===== src/codec_ctl_pkg.sv =====
// codec port control package: register map, field positions, reset values
// assumes a single 200 MHz system clock domain
`default_nettype none
package codec_ctl_pkg;
  localparam logic [7:0] CTRL0_OFFSET = 8'h00;
  localparam logic [7:0] STATUS_OFFSET = 8'h04;
  localparam logic [7:0] IRQ_MASK_OFFSET = 8'h08;
  localparam logic [7:0] SERVICE_OFFSET = 8'h0C;
  localparam int PORT_EN_BIT = 16;
  localparam int CLK_SRC_BIT = 17;
  localparam int RX_MODE_BIT = 18;
  localparam int TTX_IE_BIT = 19;
  localparam int TRX_IE_BIT = 20;
  localparam int ATX_IE_BIT = 21;
  localparam int ARX_IE_BIT = 22;
  localparam int LOOP_BIT = 23;
  localparam int EXT_DIV_LSB = 24;
  localparam int TSD_LSB = 8;
  localparam int ASD_LSB = 0;
  localparam logic [31:0] CTRL0_WMASK = 32'h03FF7F7F;
  localparam logic [31:0] CTRL0_RESET = 32'h00000000;
  localparam logic [3:0] STATUS_RESET = 4'h0;
  localparam logic [3:0] MASK_RESET = 4'h0;
  localparam int FRAME_BITS = 32;
  localparam logic [1:0] EXT_DIV_RESET = 2'h0;
endpackage : codec_ctl_pkg
`default_nettype wire


===== src/codec_clk_if.sv =====
// interface between the control bank and its clock/rate generator
// assumes both ends on clk_sys
`default_nettype none
interface codec_clk_if;
  logic run;
  logic use_ext;
  logic [1:0] ext_div;
  logic [6:0] audio_sample_divisor;
  logic [6:0] telecom_sample_divisor;
  logic ext_tick;
  logic int_tick;
  logic frame_tick;
  logic audio_tick;
  logic telecom_tick;
  modport ctl (output run, use_ext, ext_div, audio_sample_divisor, telecom_sample_divisor, ext_tick, int_tick,
    input frame_tick, audio_tick, telecom_tick);
  modport gen (input run, use_ext, ext_div, audio_sample_divisor, telecom_sample_divisor, ext_tick, int_tick,
    output frame_tick, audio_tick, telecom_tick);
endinterface : codec_clk_if
`default_nettype wire


===== src/codec_rate_gen.sv =====
// frame and sample rate generator: prescale, divide by 32, divide by asd/tsd
// assumes ticks are one-cycle pulses on clk_sys
`default_nettype none
module codec_rate_gen
  import codec_ctl_pkg::*;
(
  input wire logic clk_sys,
  input wire logic reset,
  codec_clk_if.gen cif
);
  typedef struct packed {
    logic [1:0] pre;
    logic [4:0] bit_cnt;
    logic [6:0] a_cnt;
    logic [6:0] t_cnt;
    logic frame;
    logic a_tick;
    logic t_tick;
  } gen_state_t;
  gen_state_t st_ff;
  gen_state_t nxt_st;
  logic src_tick;
  logic div_tick;

  always_comb begin
    nxt_st = st_ff;
    nxt_st.frame = 1'b0;
    nxt_st.a_tick = 1'b0;
    nxt_st.t_tick = 1'b0;
    // prescaler only applies to the external clock
    src_tick = cif.use_ext ? cif.ext_tick : cif.int_tick;
    div_tick = 1'b0;
    if (!cif.run) begin
      nxt_st = '0;
    end else if (src_tick) begin
      if (!cif.use_ext || st_ff.pre == cif.ext_div) begin
        nxt_st.pre = 2'h0;
        div_tick = 1'b1;
      end else begin
        nxt_st.pre = st_ff.pre + 2'h1;
      end
    end
    if (div_tick) begin
      nxt_st.bit_cnt = st_ff.bit_cnt + 5'h01;
      if (st_ff.bit_cnt == 5'(FRAME_BITS - 1)) begin
        nxt_st.frame = 1'b1;
        if (st_ff.a_cnt + 7'h01 >= cif.audio_sample_divisor) begin
          nxt_st.a_cnt = 7'h00;
          nxt_st.a_tick = 1'b1;
        end else begin
          nxt_st.a_cnt = st_ff.a_cnt + 7'h01;
        end
        if (st_ff.t_cnt + 7'h01 >= cif.telecom_sample_divisor) begin
          nxt_st.t_cnt = 7'h00;
          nxt_st.t_tick = 1'b1;
        end else begin
          nxt_st.t_cnt = st_ff.t_cnt + 7'h01;
        end
      end
    end
  end

  always_ff @(posedge clk_sys) begin
    if (reset) begin
      st_ff <= '0;
    end else begin
      st_ff <= nxt_st;
    end
  end

  assign cif.frame_tick = st_ff.frame;
  assign cif.audio_tick = st_ff.a_tick;
  assign cif.telecom_tick = st_ff.t_tick;
endmodule // codec_rate_gen
`default_nettype wire


===== src/codec_port_upper_control.sv =====
// codec serial port control register bank with pin hand-over, clock
// select, receive sampling gate and fifo service interrupts
// assumes a simple one-cycle register port and external clock inputs
// arriving asynchronously on pins
//
// Added by the designer: the register offsets and the strobed register port.
`default_nettype none
module codec_port_upper_control
  import codec_ctl_pkg::*;
(
  input wire logic clk_sys,
  input wire logic reset,
  input wire logic [7:0] reg_addr,
  input wire logic [31:0] reg_wdata,
  input wire logic reg_write,
  input wire logic reg_read,
  output logic [31:0] reg_rdata,
  output logic irq,
  input wire logic ext_clk_pin,
  input wire logic int_clk_tick,
  input wire logic internal_freq_select,
  input wire logic sync_port_enable,
  input wire logic sync_port_pin_reassign,
  input wire logic telecom_tx_service_req,
  input wire logic telecom_rx_service_req,
  input wire logic audio_tx_service_req,
  input wire logic audio_rx_service_req,
  input wire logic audio_rx_valid,
  input wire logic telecom_rx_valid,
  input wire logic shifter_out,
  input wire logic serial_in_pin,
  output logic shifter_in,
  output logic codec_pins_owned,
  output logic sync_pins_owned,
  output logic sync_uses_alt_pins,
  output logic loopback_active,
  output logic use_ext_clock,
  output logic freq_select_out,
  output logic frame_tick,
  output logic audio_rx_store,
  output logic telecom_rx_store,
  output logic [3:0] fifo_irq_req,
  output logic [3:0] fifo_dma_req
);
  typedef struct packed {
    logic [31:0] ctrl;
    logic [3:0] status;
    logic [3:0] mask;
    logic [31:0] rdata;
    logic [2:0] ext_sync;
    logic a_armed;
    logic t_armed;
    logic a_store;
    logic t_store;
  } ctl_state_t;
  ctl_state_t st_ff;
  ctl_state_t nxt_st;
  logic [3:0] svc;
  logic [3:0] svc_rise;
  logic [3:0] svc_prev_ff;
  logic port_en;
  logic rx_mode;

  codec_clk_if cif ();

  // order: {audio rx, audio tx, telecom rx, telecom tx}, matching bits 22..19
  assign svc = {audio_rx_service_req, audio_tx_service_req,
    telecom_rx_service_req, telecom_tx_service_req};
  assign svc_rise = svc & ~svc_prev_ff;
  assign port_en = st_ff.ctrl[PORT_EN_BIT];
  assign rx_mode = st_ff.ctrl[RX_MODE_BIT];

  function automatic logic [31:0] read_mux(input logic [7:0] a,
      input ctl_state_t s);
    logic [31:0] r;
    r = 32'h00000000;
    if (a == CTRL0_OFFSET) begin
      r = s.ctrl;
    end else if (a == STATUS_OFFSET) begin
      r = {28'h0000000, s.status};
    end else if (a == IRQ_MASK_OFFSET) begin
      r = {28'h0000000, s.mask};
    end else if (a == SERVICE_OFFSET) begin
      r = {28'h0000000, svc};
    end
    return r;
  endfunction

  always_comb begin
    nxt_st = st_ff;
    nxt_st.a_store = 1'b0;
    nxt_st.t_store = 1'b0;
    // external clock: two-flop sync, third flop only for edge detect
    nxt_st.ext_sync = {st_ff.ext_sync[1:0], ext_clk_pin};
    if (reg_write) begin
      if (reg_addr == CTRL0_OFFSET) begin
        nxt_st.ctrl = reg_wdata & CTRL0_WMASK;
      end else if (reg_addr == STATUS_OFFSET) begin
        nxt_st.status = st_ff.status & ~reg_wdata[3:0];
      end else if (reg_addr == IRQ_MASK_OFFSET) begin
        nxt_st.mask = reg_wdata[3:0];
      end
    end
    // set beats a write-one-to-clear in the same cycle
    nxt_st.status = nxt_st.status | svc_rise;
    nxt_st.rdata = reg_read ? read_mux(reg_addr, st_ff) : 32'h00000000;
    if (!port_en) begin
      nxt_st.a_armed = 1'b0;
      nxt_st.t_armed = 1'b0;
    end else if (!rx_mode) begin
      nxt_st.a_store = audio_rx_valid;
      nxt_st.t_store = telecom_rx_valid;
    end else begin
      // first valid word stored, afterwards only on counter timeout
      if (!st_ff.a_armed) begin
        nxt_st.a_store = audio_rx_valid;
        nxt_st.a_armed = audio_rx_valid;
      end else begin
        nxt_st.a_store = cif.audio_tick;
      end
      if (!st_ff.t_armed) begin
        nxt_st.t_store = telecom_rx_valid;
        nxt_st.t_armed = telecom_rx_valid;
      end else begin
        nxt_st.t_store = cif.telecom_tick;
      end
    end
  end

  always_ff @(posedge clk_sys) begin
    if (reset) begin
      st_ff <= '0;
      st_ff.ctrl <= CTRL0_RESET;
      st_ff.status <= STATUS_RESET;
      st_ff.mask <= MASK_RESET;
      svc_prev_ff <= 4'h0;
    end else begin
      st_ff <= nxt_st;
      svc_prev_ff <= svc;
    end
  end

  assign cif.run = port_en;
  assign cif.use_ext = st_ff.ctrl[CLK_SRC_BIT];
  assign cif.ext_div = st_ff.ctrl[EXT_DIV_LSB +: 2];
  assign cif.audio_sample_divisor = st_ff.ctrl[ASD_LSB +: 7];
  assign cif.telecom_sample_divisor = st_ff.ctrl[TSD_LSB +: 7];
  assign cif.ext_tick = st_ff.ext_sync[1] & ~st_ff.ext_sync[2];
  assign cif.int_tick = int_clk_tick;

  codec_rate_gen u_rate (
    .clk_sys(clk_sys),
    .reset(reset),
    .cif(cif)
  );

  assign reg_rdata = st_ff.rdata;
  assign irq = |(st_ff.status & st_ff.mask);
  // enables gate interrupt requests only; dma follows the raw request
  assign fifo_irq_req = svc & st_ff.ctrl[TTX_IE_BIT +: 4];
  assign fifo_dma_req = svc;
  assign loopback_active = st_ff.ctrl[LOOP_BIT];
  // loopback feeds the shifter back to itself and frees the pins
  assign shifter_in = loopback_active ? shifter_out : serial_in_pin;
  assign codec_pins_owned = port_en & ~loopback_active;
  assign sync_pins_owned = sync_port_enable &
    (~port_en | sync_port_pin_reassign);
  assign sync_uses_alt_pins = port_en & sync_port_pin_reassign;
  assign use_ext_clock = cif.use_ext;
  assign freq_select_out = internal_freq_select;
  assign frame_tick = cif.frame_tick;
  assign audio_rx_store = st_ff.a_store;
  assign telecom_rx_store = st_ff.t_store;
endmodule // codec_port_upper_control
`default_nettype wire


===== config.mk =====
export PLATFORM = sky130hd
export DESIGN_NAME = codec_port_upper_control
export DESIGN_NICKNAME = d
export VERILOG_FILES = /design/src/codec_ctl_pkg.sv /design/src/codec_clk_if.sv /design/src/codec_rate_gen.sv /design/src/codec_port_upper_control.sv
export SDC_FILE = /design/constraint.sdc
export NUM_CORES = 1
export LEC_CHECK = 0
export BUFFER_PORTS_ARGS = -buffer_cell sky130_fd_sc_hd__buf_2
export CAP_MARGIN = 20
export CORE_MARGIN = 4
export CORE_UTILIZATION = 43
export DETAILED_ROUTE_END_ITERATION = 10
export PLACE_DENSITY = 0.67
export SYNTH_ARGS = -nofsm -noshare
export SYNTH_HDL_FRONTEND = slang
export SYNTH_SLANG_ARGS = --single-unit

===== constraint.sdc =====
create_clock -name clk_sys -period 7.1 [get_ports clk_sys]
set_input_delay 0 -clock clk_sys [delete_from_list [all_inputs] [get_ports clk_sys]]
set_output_delay 0 -clock clk_sys [all_outputs]
set_load 0.01 [all_outputs]

==> key figures <==
Floorplanning
  • Initial Util: 0.4472
  • Die area: 11340 µm²
  • Core area: 9328 µm²
  • Die X: 106.5 µm
  • Die Span Y: 106.5 µm
  • I/O pin cnt: 108
  • Rows: 35

Clocking
  • Postcts setup bufs: 0
  • CTS buffer count: 9
  • # clock sinks: 91
  • H-tree levels: 3
  • Clk_lat worst skew: 0.35 ns
  • Post-CTS resize count: 0
  • Worst-path clk slew: 0.08 ns
  • Clock Path Buffers: 2
  • CTS tree: built
  • CTS Root Cell: clkbuf_8
  • Cts hold-fix bufs: 32

Yosys
  • Mapped Area: 4172 µm²
  • Async SR Flop Fraction: 0
  • Post-synth EDFFs: 0
  • Simple-Gate Fraction of Synth Area: 0.2097
  • Mapped Avg Cell Area: 9.291 µm²
  • Compound-cell area share of the yosys netlist: 0.06749
  • Post-synth top flop: dfxtp_1
  • Synth area leader: dfxtp_1
  • Synth top area cells: dfxtp_1, mux2i_1, buf_4, ha_1, and2_1
  • Register bit total from synthesis: 91
  • Register area share after synthesis: 0.4367
  • Gate count of the mapped netlist: 449
  • Largest family of logic cells by synthesized area: simple AND/OR/NAND/NOR gates
  • Post-synthesis mux area share: 0.09628
  • Share of the synthesized area in the top cell type: 0.4367
  • Adder and majority gate portion of the synthesized area: 0.05399
  • Yosys Warn Count: 0
  • Post-synthesis cell type count: 42
  • Post-Synth XOR/XNOR Area: 0.02939

Power
  • Internal power: 0.7517 mW
  • Clk network pwr share: 0.408
  • Cell Pwr Density: 191.5 nW/µm²
  • Leak: 2.114 nW
  • Net Switching: 0.2100 mW
  • Total power: 0.9617 mW
  • Switch share: 0.2183
  • Combinational share of power: 0.056
  • Max IR drop VDD: 0.1063 mV
  • Flop pwr share: 0.536

STA
  • Tmin final: 2.643 ns
  • Hold Slack: 0.00008423 ns
  • Crit share post-route: 0.3723
  • Rel. slew slack: 0.3638
  • Fmax: 378.3 MHz
  • Final slew viol count: 0
  • Final Hold Violating Endpoints: 0
  • RSZ-0062 raised after global routing: no
  • Final WS setup: 4.457 ns
  • Worst Tran Pin Value: 0.9472 ns
  • Final setup violation count: 0
  • Worst-case clock skew: 0.01134 ns
  • Setup TNS: 0 ns

Route
  • Wirelength, routed: 8514 µm
  • Starting DRT DRC Count: 92
  • Routed Antenna Nets: 0
  • First drt pass iteration count: 4
  • Routed vias: 3222
  • Wire per inst: 12.71 µm
  • Vias per cell: 4.809
  • Residual DRC: 0

Critical path
  • CP Class: flip-flop to flip-flop
  • CP Launch Type: flip-flop
  • CP startpoint: u_rate.st_ff[3]
  • Critical-path maximum fanout: 8
  • Critical path endpoint category: flip-flop
  • Critical path data arrival time: 2.92 ns
  • CP required: 7.38 ns
  • R2r startpoint: u_rate.st_ff[3]

Hold path
  • Worst hold start: internal_freq_select
  • Hold WC Path Type: primary input to primary output

Cells and area
  • Share of cells above drive strength 1: 0.2237
  • Layout Nets: 611
  • Area delta synth->final: 20.40%
  • Commonest non-fill, non-tap cell in the layout: dfxtp_1
  • Most frequent cells in the layout: dfxtp_1, buf_2, nor2_1, dlygate4sd3_1, mux2i_1
  • Final design utilization: 0.5384
  • N_diodes: 0
  • Filler cells: 874
  • Post-route insts no fill: 670
  • Final instance area: 5022 µm²

Placed design
  • Inst Count DP: 622
  • Post-DP Area: 4476 µm²
  • # port buffers: 89
  • GPL Wtd Cong: 0.7984
  • Post-DP HPWL: 5614 µm
  • Place WS: 4.464 ns

Global routing
  • All-Layer GR Usage: 0.1561
  • Vias in the first global route: 3094
  • Largest net degree at the start of global routing: 60
  • First-pass GRT wire length: 14490 µm
  • Grt total ovfl: 0
  • Initial antenna violation count: 0

Outcome
  • Status: finished, final reports clean

Flow run
  • MaxCap Viol Count: 0
[per-layer routing]
| metal | global-route usage | part of all wire |
|---|---|---|
| met1 | 0.1967 | 0.45 |
| met2 | 0.2683 | 0.49 |
| met3 | 0.02672 | 0.045 |
| met4 | 0.05571 | 0.012 |
| met5 | 0 | 0 |
[logic make-up (layout without fill, tap and decap cells)]
kind of cell    Yosys count  in the layout
fa+ha+maj                18             18
simple gates            164            164
xor+xnor                 14             14
mux                      35             35
compound gates           50             50
other cells               1              8
flops                    91             91
buf+inv                  76            161
[sequential cells by signal, indices dropped and copies added, names as in the netlist]
| name | flops |
|---|---|
| reg_rdata | 24 |
| audio_rx_store | 1 |
| u_rate.cif.audio_tick | 1 |
| cif.ext_div | 2 |
| cif.audio_sample_divisor | 7 |
| rx_mode | 1 |
| telecom_rx_store | 1 |
| cif.run | 1 |
| use_ext_clock | 1 |
| nxt_st | 2 |
| u_rate.cif.frame_tick | 1 |
| svc_prev_ff | 4 |
| u_rate.st_ff | 21 |
| st_ff | 15 |
| cif.telecom_sample_divisor | 7 |
| loopback_active | 1 |
| u_rate.cif.telecom_tick | 1 |
[critical path, stage by stage (launching register included)]
cell	delay, ns
dfxtp_1	0.44
ha_1	0.22
nand3_1	0.12
nor2_1	0.15
xor2_1	0.21
ha_1	0.30
a21oi_1	0.14
and3_1	0.16
o21ai_0	0.28
or3_4	0.43
a21oi_2	0.13
[Yosys cell counts, types with 2 or more instances]
cell,number
xnor2_1,9
mux4_2,4
inv_1,20
and3_1,5
nor2_1,42
dfxtp_1,91
o211ai_1,2
ha_1,18
nor4_1,2
nand3b_1,5
nor2b_1,14
nand4_1,2
xor2_1,5
o21ai_0,12
mux2i_1,30
a21oi_1,27
nand2b_1,10
nand3_1,27
buf_4,39
clkbuf_1,15
a22oi_1,2
nor3_1,6
nand2_1,16
nor3b_1,3
and2_1,26
[power groups by stage]
stage / combinational (mW) / clock (mW) / sequential, mW
finish: 0.0543 / 0.392 / 0.515
global route: 0.0596 / 0.427 / 0.516
CTS: 0.0543 / 0.404 / 0.515
detailed placement: 0.0406 / 0 / 0.527
global placement: 0.0400 / 0 / 0.527
floorplan: 0.0260 / 0 / 0.527
[final cells by class]
type	instances	area [µm²]	area share
inverter	20	75.07	0.01495
clock inverter	6	88.84	0.01769
timing repair buffer	125	795.8	0.1584
sequential	91	1822	0.3627
tap	129	161.4	0.03214
multi-input combinational	289	1942	0.3866
clock buffer	10	137.6	0.02740
[path summary, 6_finish.rpt]
path                      to  slack (ns)  cells after the start
max          u_rate.st_ff[3]        4.46                     10
min          freq_select_out     0.00008                      0
max reg2reg  u_rate.st_ff[3]        4.46                     10
min reg2reg        nxt_st[6]        0.44                      1
Note: power is estimated with default switching activity, not from simulation.
